==> src/core/capture_compare_defs.svh <==
`ifndef CAPTURE_COMPARE_DEFS_SVH
`define CAPTURE_COMPARE_DEFS_SVH

// ----------------------------------------------------------------
// register offsets on the plain register port
// ----------------------------------------------------------------
`define ADDR_CHANNEL_CONTROL 3'h0
`define ADDR_VALUE_LOW       3'h1
`define ADDR_VALUE_HIGH      3'h2
`define ADDR_PERIOD_LIMIT    3'h3
`define ADDR_TIMER_CONTROL   3'h4
`define ADDR_PERIOD_TIMER    3'h5
`define ADDR_EVENT_STATUS    3'h6

// ----------------------------------------------------------------
// field positions
// ----------------------------------------------------------------
`define CTRL_MODE_HI   3
`define CTRL_MODE_LO   0
`define CTRL_DUTY_HI   5
`define CTRL_DUTY_LO   4
`define TCTL_POST_HI   6
`define TCTL_POST_LO   3
`define TCTL_ON_BIT    2
`define TCTL_PS_HI     1
`define TCTL_PS_LO     0

// ----------------------------------------------------------------
// mode codes
// ----------------------------------------------------------------
`define MODE_OFF       4'h0
`define MODE_CMP_SET   4'h8
`define MODE_CMP_CLEAR 4'h9
`define MODE_CMP_SOFT  4'ha
`define MODE_CMP_TRIG  4'hb
`define MODE_GRP_CAP   2'h1
`define MODE_GRP_CMP   2'h2
`define MODE_GRP_PWM   2'h3

// ----------------------------------------------------------------
// reset values and counts
// ----------------------------------------------------------------
`define PERIOD_LIMIT_RESET 8'hff
`define DIV_LAST_PS1       6'h03
`define DIV_LAST_PS4       6'h0f
`define DIV_LAST_PS16      6'h3f
`define EDGE_LAST_4TH      4'h3
`define EDGE_LAST_16TH     4'hf

`endif

==> src/core/capture_compare_pkg.sv <==
package capture_compare_pkg;

  // capture edge selection, low two bits of a capture mode code
  typedef enum logic [1:0] {
    EDGE_FALL    = 2'b00,
    EDGE_RISE    = 2'b01,
    EDGE_RISE4   = 2'b10,
    EDGE_RISE16  = 2'b11
  } edge_sel_t;

  // register port request
  typedef struct packed {
    logic [2:0] addr;
    logic [7:0] wdata;
    logic       wr;
    logic       rd;
  } reg_bus_t;

  // edge prescaler state
  typedef struct packed {
    logic       sync_a;
    logic       sync_b;
    logic       prev;
    logic [3:0] count;
  } edge_state_t;

  // channel state
  typedef struct packed {
    logic [5:0] control;
    logic [7:0] value_low;
    logic [7:0] value_high;
    logic [1:0] duty_latch;
    logic [7:0] period_limit;
    logic [6:0] timer_control;
    logic [7:0] period_timer;
    logic [5:0] div_count;
    logic [3:0] post_count;
    logic       out_latch;
    logic       event_flag;
    logic       match_prev;
    logic [7:0] rd_data;
  } unit_state_t;

endpackage : capture_compare_pkg

==> src/core/capture_compare_pwm_unit.sv <==
// The implementer's own choices: the address map and strobed register access.
`timescale 1ns/1ps
`default_nettype none
`include "capture_compare_defs.svh"

// Operation
// RL1: software runs the timebase synchronously whenever capture or compare is used.
// RL2: software masks the channel interrupt and clears the flag after mode changes.
// RL3: edge prescaler counter clears when off, outside capture, and on reset.
// RL4: direct prescale switch keeps the counter; software writes zero first.
// RL5: compare matches 16-bit value to timebase, drives pin per mode, sets flag.
// RL6: writing zero to channel control forces the output latch low.
// RL7: software interrupt compare sets the flag and leaves the pin alone.
// RL8: special event on first channel pulses a timebase reset.
// RL9: second channel's special event also starts conversion when converter enabled.
// RL10: special event timebase reset never raises the overflow flag.
// RL11: PWM drives up to 10-bit pulses; software makes the pin an output.
// RL12: PWM period is (limit plus one) times four times prescale clocks.
// RL13: at limit the next tick clears timer, sets pin unless zero, latches duty.
// RL14: postscaler only paces the update pulse, never the PWM period.
// RL15: duty is value low byte above control bits five and four.
// RL16: duty writes take effect at period end; high byte read-only in PWM.
// RL17: active duty lives in the high byte plus a 2-bit latch.
// RL18: pin clears when active duty equals timer with two low divider bits.
// RL19: duty beyond the period never clears the pin.
// RL20: software sets period, duty, direction, timer, then selects PWM.
// RL21: period timer prescale divides by 1, 4 or 16.
// RL22: resolution equals log2 of oscillator over pulse frequency.
// RL23: mode codes: off, four captures, four compares, PWM on 11xx.
// RL24: capture copies the timebase and sets the flag; software clears it.
// RL25: pin is synchronised before edge detection.
module capture_compare_pwm_unit
  import capture_compare_pkg::*;
#(
  parameter bit IS_SECOND_CHANNEL = 1'b0,
  parameter int TIMEBASE_W        = 16
)(
  input  wire logic        clk,
  input  wire logic        rst_b,
  input  wire reg_bus_t    bus_req,
  output logic      [7:0]  rd_data,
  input  wire logic [15:0] capture_timebase,
  input  wire logic        timebase_carry,
  input  wire logic        adc_enabled,
  input  wire logic        port_direction,
  input  wire logic        channel_pin_in,
  output logic             channel_pin_out,
  output logic             channel_pin_oe,
  output logic             channel_event_flag,
  output logic             timebase_reset,
  output logic             adc_start,
  output logic             timebase_overflow_set,
  output logic             period_update_pulse
);

  if (TIMEBASE_W != 16) begin : g_width_check
    $error("capture_compare_pwm_unit serves only a 16-bit timebase");
  end

  unit_state_t state_reg;
  unit_state_t state_next;
  logic [3:0]  mode;
  logic        cap_mode;
  logic        cmp_mode;
  logic        pwm_mode;
  logic        cap_event;
  logic        cmp_match;
  logic        cmp_hit;
  logic        trig_hit;
  logic        timer_on;
  logic        tick;
  logic        roll;
  logic [9:0]  duty_new;
  logic [9:0]  duty_active;
  logic [9:0]  timer_ext;
  logic [7:0]  rd_mux;

  // ----------------------------------------------------------------
  // helpers
  // ----------------------------------------------------------------
  // last divider count of one period timer tick: four clocks times prescale
  function automatic logic [5:0] div_last(input logic [1:0] ps);
    case (ps)
      2'b00:   div_last = `DIV_LAST_PS1;
      2'b01:   div_last = `DIV_LAST_PS4;
      default: div_last = `DIV_LAST_PS16;
    endcase
  endfunction : div_last

  // two divider bits that extend the timer below its count
  function automatic logic [1:0] low_bits(input logic [5:0] div, input logic [1:0] ps);
    case (ps)
      2'b00:   low_bits = div[1:0];
      2'b01:   low_bits = div[3:2];
      default: low_bits = div[5:4];
    endcase
  endfunction : low_bits

  // ----------------------------------------------------------------
  // capture edge prescaler
  // ----------------------------------------------------------------
  capture_edge_prescaler u_edge (
    .clk           (clk),
    .rst_b         (rst_b),
    .pin_in        (channel_pin_in),
    .clear         (!cap_mode),        // RL3 RL4
    .sel           (edge_sel_t'(mode[1:0])),
    .capture_event (cap_event)
  );

  // ----------------------------------------------------------------
  // decode and shared terms
  // ----------------------------------------------------------------
  always_comb begin
    mode        = state_reg.control[`CTRL_MODE_HI:`CTRL_MODE_LO];
    cap_mode    = (mode[3:2] == `MODE_GRP_CAP);                          // RL23
    cmp_mode    = (mode[3:2] == `MODE_GRP_CMP);
    pwm_mode    = (mode[3:2] == `MODE_GRP_PWM);
    cmp_match   = ({state_reg.value_high, state_reg.value_low} == capture_timebase); // RL5
    cmp_hit     = cmp_mode && cmp_match && !state_reg.match_prev;
    trig_hit    = cmp_hit && (mode == `MODE_CMP_TRIG);                   // RL8
    timer_on    = state_reg.timer_control[`TCTL_ON_BIT];
    tick        = timer_on && (state_reg.div_count ==
                  div_last(state_reg.timer_control[`TCTL_PS_HI:`TCTL_PS_LO])); // RL21
    roll        = tick && (state_reg.period_timer == state_reg.period_limit);
    duty_new    = {state_reg.value_low, state_reg.control[`CTRL_DUTY_HI:`CTRL_DUTY_LO]}; // RL15
    duty_active = {state_reg.value_high, state_reg.duty_latch};         // RL17
  end

  // read multiplexer, unmapped offsets read zero
  always_comb begin
    case (bus_req.addr)
      `ADDR_CHANNEL_CONTROL: rd_mux = {2'h0, state_reg.control};
      `ADDR_VALUE_LOW:       rd_mux = state_reg.value_low;
      `ADDR_VALUE_HIGH:      rd_mux = state_reg.value_high;
      `ADDR_PERIOD_LIMIT:    rd_mux = state_reg.period_limit;
      `ADDR_TIMER_CONTROL:   rd_mux = {1'b0, state_reg.timer_control};
      `ADDR_PERIOD_TIMER:    rd_mux = state_reg.period_timer;
      `ADDR_EVENT_STATUS:    rd_mux = {7'h00, state_reg.event_flag};
      default:               rd_mux = 8'h00;
    endcase
  end

  // ----------------------------------------------------------------
  // next state
  // ----------------------------------------------------------------
  always_comb begin
    state_next            = state_reg;
    state_next.match_prev = cmp_match;
    state_next.rd_data    = bus_req.rd ? rd_mux : 8'h00;

    // period timer with divider and postscaler
    if (timer_on) begin
      state_next.div_count = tick ? 6'h00 : state_reg.div_count + 6'h01; // RL12
    end
    if (tick) begin
      state_next.period_timer = state_reg.period_timer + 8'h01;
    end
    if (roll) begin
      state_next.period_timer = 8'h00;                                   // RL13
      if (state_reg.post_count == state_reg.timer_control[`TCTL_POST_HI:`TCTL_POST_LO]) begin
        state_next.post_count = 4'h0;                                    // RL14
      end else begin
        state_next.post_count = state_reg.post_count + 4'h1;
      end
    end

    // register writes from software
    if (bus_req.wr) begin
      case (bus_req.addr)
        `ADDR_CHANNEL_CONTROL: state_next.control = bus_req.wdata[5:0];
        `ADDR_VALUE_LOW:       state_next.value_low = bus_req.wdata;      // RL16
        `ADDR_VALUE_HIGH: begin
          if (!pwm_mode) begin
            state_next.value_high = bus_req.wdata;                       // RL16
          end
        end
        `ADDR_PERIOD_LIMIT:    state_next.period_limit = bus_req.wdata;
        `ADDR_TIMER_CONTROL:   state_next.timer_control = bus_req.wdata[6:0];
        `ADDR_PERIOD_TIMER:    state_next.period_timer = bus_req.wdata;
        `ADDR_EVENT_STATUS: begin
          if (!bus_req.wdata[0]) begin
            state_next.event_flag = 1'b0;                                // RL24
          end
        end
        default: ;
      endcase
    end

    // timer as it stands next cycle, so the latch is low in the matching cycle
    // full 10-bit compare gives log2(osc/pulse) bits of resolution at prescale 1 only, two bits fewer at 4 and four fewer at 16
    timer_ext = {state_next.period_timer,
                 low_bits(state_next.div_count, state_next.timer_control[`TCTL_PS_HI:`TCTL_PS_LO])}; // RL22

    // pwm duty double buffer and pin
    if (pwm_mode) begin
      if (roll) begin
        state_next.value_high = state_reg.value_low;                     // RL13
        state_next.duty_latch = state_reg.control[`CTRL_DUTY_HI:`CTRL_DUTY_LO];
        state_next.out_latch  = (duty_new != 10'h000);                   // RL13
      end else if (duty_active == timer_ext) begin
        state_next.out_latch  = 1'b0;                                    // RL18 RL19
      end
    end

    // capture takes the timebase, a later one overwrites
    if (cap_mode && cap_event) begin
      state_next.value_high = capture_timebase[15:8];                    // RL24
      state_next.value_low  = capture_timebase[7:0];
      state_next.event_flag = 1'b1;
    end

    // compare actions on a fresh match
    if (cmp_hit) begin
      state_next.event_flag = 1'b1;                                      // RL5 RL7
      case (mode)
        `MODE_CMP_SET:   state_next.out_latch = 1'b1;                    // RL5
        `MODE_CMP_CLEAR: state_next.out_latch = 1'b0;                    // RL5
        default: ;
      endcase
    end

    // clearing the control register drops the output latch
    if (bus_req.wr && bus_req.addr == `ADDR_CHANNEL_CONTROL &&
        bus_req.wdata[3:0] == `MODE_OFF) begin
      state_next.out_latch = 1'b0;                                       // RL6
    end
  end

  // state register
  always_ff @(posedge clk or negedge rst_b) begin
    if (!rst_b) begin
      state_reg              <= '0;
      state_reg.period_limit <= `PERIOD_LIMIT_RESET;
    end else begin
      state_reg <= state_next;
    end
  end

  // ----------------------------------------------------------------
  // outputs
  // ----------------------------------------------------------------
  assign rd_data               = state_reg.rd_data;
  assign channel_pin_out       = state_reg.out_latch;                    // RL11
  assign channel_pin_oe        = !port_direction;                        // RL11
  assign channel_event_flag    = state_reg.event_flag;
  assign timebase_reset        = trig_hit;                               // RL8 RL9
  assign adc_start             = trig_hit && IS_SECOND_CHANNEL && adc_enabled; // RL9
  assign timebase_overflow_set = timebase_carry && !trig_hit;            // RL10
  assign period_update_pulse   = roll &&
    (state_reg.post_count == state_reg.timer_control[`TCTL_POST_HI:`TCTL_POST_LO]); // RL14

  logic [9:0] cyc_since;
  logic       cfg_quiet;
  logic       seen_roll;

  // period length observer
  always_ff @(posedge clk or negedge rst_b) begin
    if (!rst_b) begin
      cyc_since <= 10'h000;
      cfg_quiet <= 1'b0;
      seen_roll <= 1'b0;
    end else begin
      cyc_since <= roll ? 10'h000 : cyc_since + 10'h001;
      seen_roll <= seen_roll | roll;
      cfg_quiet <= roll ? 1'b1 : (cfg_quiet && !bus_req.wr);
    end
  end
endmodule : capture_compare_pwm_unit
`default_nettype wire

==> src/core/capture_edge_prescaler.sv <==
`timescale 1ns/1ps
`default_nettype none
`include "capture_compare_defs.svh"

module capture_edge_prescaler
  import capture_compare_pkg::*;
(
  input  wire logic      clk,
  input  wire logic      rst_b,
  input  wire logic      pin_in,
  input  wire logic      clear,
  input  wire edge_sel_t sel,
  output logic           capture_event
);

  edge_state_t state_reg;
  edge_state_t state_next;
  logic        rise;
  logic        fall;

  // ----------------------------------------------------------------
  // synchroniser, edge detect and edge counter
  // ----------------------------------------------------------------
  always_comb begin
    state_next        = state_reg;
    state_next.sync_a = pin_in;               // RL25
    state_next.sync_b = state_reg.sync_a;
    state_next.prev   = state_reg.sync_b;
    rise              = state_reg.sync_b & ~state_reg.prev;
    fall              = ~state_reg.sync_b & state_reg.prev;
    capture_event     = 1'b0;
    case (sel)
      EDGE_FALL:   capture_event = fall;
      EDGE_RISE:   capture_event = rise;
      EDGE_RISE4:  capture_event = rise && (state_reg.count[1:0] == 2'(`EDGE_LAST_4TH));
      EDGE_RISE16: capture_event = rise && (state_reg.count == `EDGE_LAST_16TH);
      default:     capture_event = 1'b0;
    endcase
    if (rise) begin
      state_next.count = state_reg.count + 4'h1;
    end
    if (capture_event) begin
      state_next.count = 4'h0;
    end
    if (clear) begin
      state_next.count = 4'h0;                // RL3
    end
  end

  // state register, counter cleared by reset
  always_ff @(posedge clk or negedge rst_b) begin
    if (!rst_b) begin
      state_reg <= '0;                        // RL3
    end else begin
      state_reg <= state_next;
    end
  end

endmodule : capture_edge_prescaler
`default_nettype wire

==> config.mk <==
export PLATFORM = sky130hd
export DESIGN_NAME = capture_compare_pwm_unit
export DESIGN_NICKNAME = d
export VERILOG_FILES = /design/src/core/capture_compare_pkg.sv /design/src/core/capture_compare_pwm_unit.sv /design/src/core/capture_edge_prescaler.sv
export VERILOG_INCLUDE_DIRS = /design/src /design/src/core
export SDC_FILE = /design/constraint.sdc
export NUM_CORES = 1
export LEC_CHECK = 0
export BUFFER_PORTS_ARGS = -buffer_cell sky130_fd_sc_hd__buf_2
export CAP_MARGIN = 20
export CORE_MARGIN = 1.5
export CORE_UTILIZATION = 50
export DETAILED_ROUTE_END_ITERATION = 8
export PLACE_DENSITY = 0.67
export SETUP_SLACK_MARGIN = 0.05
export SKIP_CTS_REPAIR_TIMING = 1
export SLEW_MARGIN = 20
export SYNTH_ARGS = -nofsm -noshare
export SYNTH_HDL_FRONTEND = slang
export SYNTH_SLANG_ARGS = --single-unit
==> constraint.sdc <==
create_clock -name clk -period 2.81 [get_ports clk]
set_input_delay 0.281 -clock clk [delete_from_list [all_inputs] [get_ports clk]]
set_output_delay 0.281 -clock clk [all_outputs]
set_load 0.01 [all_outputs]
==> impl_metrics.toml, run 1 <==
[drt]
drc = 0
wirelength_um = 13100
first_pass_iters = 5
ant_nets = 0
drt_iter0_drc = 314
wl_per_cell_um = 18.9
viasPerCell = 5.97
vias = 4138

[placement]
portBuffers = 47
pre_cts_ws_ps = 266
routabilityCongestion = 0.914
hpwlAfterDp_um = 9650
dp.cells = 677

[clock_network]
numCtsBuffers = 9
clk_latency_ps = 360
root_buffer = "clkbuf_8"
htree_levels = 3
clkTransAtPathRegs_ps = 90
cts_tree = "built"
cts_sinks = 75
clock_path_buffers = 2

[die]
die_w_um = 103
rows = 36
dieArea_mm2 = 0.0107
start_util = 0.516
die_h_um = 103
ios = 50
coreArea_mm2 = 0.00977

[run]
cap_viol_max_count = 0

[sta]
tns_ps = 0
setup_violations = 0
fmax_ghz = 0.380
skew_ps = 9.07
hold_ws_ps = 38.9
worst_pin_slew_ps = 960
max_slew_margin = 0.360
final-hold-violation-count = 0
fin_ws_ps = 178
min_period_ps = 2630
rsz0062_at_grt = "no"
drv_slew = 0
min_period_over_period = 0.937

[power]
p_leak_nw = 2.33
power_density_mw_per_mm2 = 782
p_total_mw = 4.33
peakVddDrop_mv = 0.505

[finish]
largest_register_ffs = 34
fin_nets = 595
layout-drive-gt1-share = 0.261
num-fill-cells = 900
seq_area_mm2 = 0.00189
antenna_cells = 0
area.growth.synth_to_final_pct = 9.85
instances_no_fill = 693
layout_common_cells = "67 x dfrtp_1, 46 x buf_2, 42 x nor2_1"
mostFrequentLayoutCell = "dfrtp_1"
multiInputGateArea_mm2 = 0.00288

[critical_path]
critical_path_class = "flop to output pin"
end_kind = "output pin"
crit_fanout = 5
crit_start = "duty_new[8]"
r2r-end = "channel_pin_out"
endpoint = "timebase_overflow_set"
r2r_setup_slack_ps = 270
arrival_ps = 2350
startpoint_type = "flop"
r2r_cells = 9
reg2reg_from = "state_reg[29]"
required_ps = 2530

[synthesis]
syn_nets = 561
async_flop_share = 1.00
netlist_area_mm2 = 0.00504
ys_ff_latch = 75
synth_ff_type = "dfrtp_1"
synth_area_per_cell_um2 = 9.66
synth_edf_count = 0
synth_cell_types = 82
yosys_warnings = 0
synth-seq-area-share = 0.374
synth_cells = 522

[grt]
grt_max_degree = 76
antenna_found_initial = 0
overflow = 0
grt_pass1_vias = 3875
grtUsageTotal = 0.260
grt_pass1_wl_um = 20900

[hold_path]
hp-class = "input pin to flop"

[outcome]
outcome = "complete, no violations"
==> synthesized netlist by cell type, drive strengths merged (12+ instances only) <==
cell type | n | area, µm²
a21oi | 24 | 120
buf | 33 | 220
clkbuf | 12 | 45.0
dfrtp | 67 | 1680
mux2 | 32 | 360
mux2i | 28 | 280
nand2 | 42 | 168
nand3 | 18 | 90.1
nor2 | 42 | 158
o21ai | 31 | 155
xnor2 | 29 | 254
xor2 | 15 | 139
==> layer usage <==
metal,global-route usage,vias up,routed length [µm]
met5,0,-,0
met4,0.0728,0,143
met3,0.0632,11,1040
met2,0.395,150,6170
met1,0.371,2037,5770
li1,-,1940,-
==> how the worst min path moves through the flow <==
stage	start	end	slack (ps)	cells after the start
final	channel_pin_in	u_edge.state_next[5]	40	1
after global routing	channel_pin_in	u_edge.state_next[5]	20	1
after CTS	channel_pin_in	u_edge.state_next[5]	30	1
after detailed placement	u_edge.state_next[5]	u_edge.state_next[4]	350	0
after global placement	u_edge.state_next[5]	u_edge.state_next[4]	330	0
after floorplan	rst_b	channel_event_flag	-10	0
==> kinds of logic (layout without fill, tap and decap cells) <==
logic type,count (synthesis),after routing,share of synthesized area
AOI/OAI and AO/OA,105,105,0.139
xor gates and xnor gates,44,44,0.0779
adders and majority gates,4,4,0.00992
buffers and inverters,51,89,0.0570
DFF,75,75,0.374
muxes,65,65,0.150
other,1,1,0.000743
and+or+nand+nor,177,177,0.192
==> where the power goes <==
group | internal, mW | switching [mW] | leakage (nW) | total [mW]
clock | 0.432 | 0.414 | 0.0958 | 0.846
sequential | 1.37 | 0.415 | 0.913 | 1.79
combinational | 0.822 | 0.875 | 1.32 | 1.70
total | 2.63 | 1.70 | 2.33 | 4.33
==> final cells by class <==
class / instances / area share
timing repair buffer: 68 / 0.0713
inverter: 6 / 0.00406
multi-input combinational: 396 / 0.519
clock buffer: 11 / 0.0255
clock inverter: 4 / 0.00926
tap: 133 / 0.0300
sequential: 75 / 0.340
==> metrics by stage <==
step | area (µm²) | utilization
2_1_floorplan | 5040 | -
3_3_place_gp | 5340 | 0.546
3_5_place_dp | 5340 | 0.546
4_1_cts | 5530 | 0.566
5_1_grt | 5540 | 0.567
6_report | 5540 | 0.567
==> critical path: stages (launching register included) <==
cell     delay (ps)
dfrtp_1         440
xnor2_1         250
nand4_1         120
nor4_1          520
nand3_1         270
nor2_1          190
nor2b_1          60
buf_2           130
No activity file was read; power rests on OpenSTA's default activity.
==> run 2: changes to the inputs <==
Settings changed: CORE_MARGIN 1.5 to 1.
==> impl_metrics.toml, run 2 (synthesis gave the netlist of run 1 again) <==
[clock_network]
clk_latency_ps = 350
numCtsBuffers = 9
htree_levels = 3
clock_path_buffers = 2
cts_sinks = 75
root_buffer = "clkbuf_8"
clkTransAtPathRegs_ps = 80
cts_tree = "built"

[outcome]
outcome = "complete, no violations"

[finish]
layout_common_cells = "67 x dfrtp_1, 46 x buf_2, 42 x nor2_1"
layout-drive-gt1-share = 0.265
largest_register_ffs = 34
fin_nets = 596
mostFrequentLayoutCell = "dfrtp_1"
area.growth.synth_to_final_pct = 11.1
antenna_cells = 0

[critical_path]
crit_start = "state_reg[15]"
end_kind = "flop"
crit_slowest_cell = "dfrtp_1"
crit_chain = "ha_1 -> and2_1 -> and2_2 -> nand4_1 -> buf_4 -> nor4bb_1 -> nand4_1 -> nor4b_1 -> a41oi_1"
reg2reg_from = "state_reg[15]"
slowest_delay_ps = 420
arrival_ps = 2840
crit_fanout = 7
startpoint_type = "flop"
cp_top_family = "simple AND/OR/NAND/NOR gates"
cp_num_buf_inv = 1
critical_path_class = "flop to flop"
required_ps = 3020
path_common_cell = "nand4_1"

[sta]
drv_slew = 0
setup_violations = 0
min_period_over_period = 0.936
skew_ps = 11.0
min_period_ps = 2630
final-hold-violation-count = 0
max_slew_margin = 0.370
rsz0062_at_grt = "no"
fmax_ghz = 0.380
fin_ws_ps = 179
tns_ps = 0
worst_pin_slew_ps = 944

[drt]
wirelength_um = 13300
vias = 4218
ant_nets = 0
drc = 0
first_pass_iters = 5
wl_per_cell_um = 19.2
drt_iter0_drc = 362
viasPerCell = 6.07

[grt]
grt_pass1_vias = 3939
overflow = 0
antenna_found_initial = 0
top_usage_layer = "met2"
grt_pass1_wl_um = 21200
grtUsageMet3 = 0.0629
grt_use_met1 = 0.372
grt_max_degree = 76
grtUsageMet2 = 0.410
grtUsageTotal = 0.269

[die]
rows = 36
start_util = 0.516
dieArea_mm2 = 0.0105
die_h_um = 102
die_w_um = 102
ios = 50
coreArea_mm2 = 0.00977

[placement]
hpwlAfterDp_um = 9670
portBuffers = 47
pre_cts_ws_ps = 236
routabilityCongestion = 0.978

[hold_path]
min_from = "channel_pin_in"
hp-class = "input pin to flop"

[power]
power_density_mw_per_mm2 = 810
p_leak_nw = 2.36
peakVddDrop_mv = 0.503

[run]
cap_viol_max_count = 0
==> run 2: changes by cell type in the layout (fill, tap and decap cells not counted), sizes merged <==
cell and delta:
clkinv +1, bufinv +2, clkinvlp -1, buf +1
clkbuf -1
==> run 2: stage by stage <==
step | hold slack (ps) | area (µm²) | utilization | std cells | power (mW)
floorplan | -14.6 | 5040 | - | 522 | 2.99
global placement | 332 | 5350 | 0.547 | 678 | 3.44
detailed placement | 339 | 5350 | 0.547 | 678 | 3.50
CTS | 25.9 | 5590 | 0.572 | 694 | 4.53
global route | 31.9 | 5600 | 0.573 | 695 | 4.79
finish | 36.3 | 5600 | 0.573 | 695 | 4.54
==> run 2: worst paths after layout <==
| check | end | slack (ps) | depth (start not counted) |
|---|---|---|---|
| worst max-delay path | channel_pin_out | 180 | 9 |
| worst min-delay path | u_edge.state_next[5] | 40 | 1 |
| worst max register to register | channel_pin_out | 180 | 9 |
| worst min register to register | u_edge.state_next[4] | 360 | 0 |
| max in group asynchronous | state_reg[13] | 2130 | 1 |
| min in group asynchronous | mode[0] | 60 | 1 |
==> run 2: power breakdown <==
group | switching [mW] | internal [mW]
clock | 0.426 | 0.594
combinational | 0.914 | 0.827
sequential | 0.408 | 1.37
==> run 2: layer usage <==
layer,wire length [µm],vias up,part of all wire
li1,-,1953,-
met1,5880,2056,0.44
met3,997,30,0.075
met4,291,0,0.022
met2,6150,179,0.46
met5,0,-,0
==> run 2: area by class of cell <==
| class | instances | area, µm² |
|---|---|---|
| clock buffers | 10 | 128 |
| well taps | 133 | 166 |
| clock inverters | 6 | 113 |
| fillers | 860 | 4170 |
| repair buffers | 69 | 403 |
| flip-flops and latches | 75 | 1890 |
| multi-input cells | 396 | 2880 |
| inverters | 6 | 22.5 |
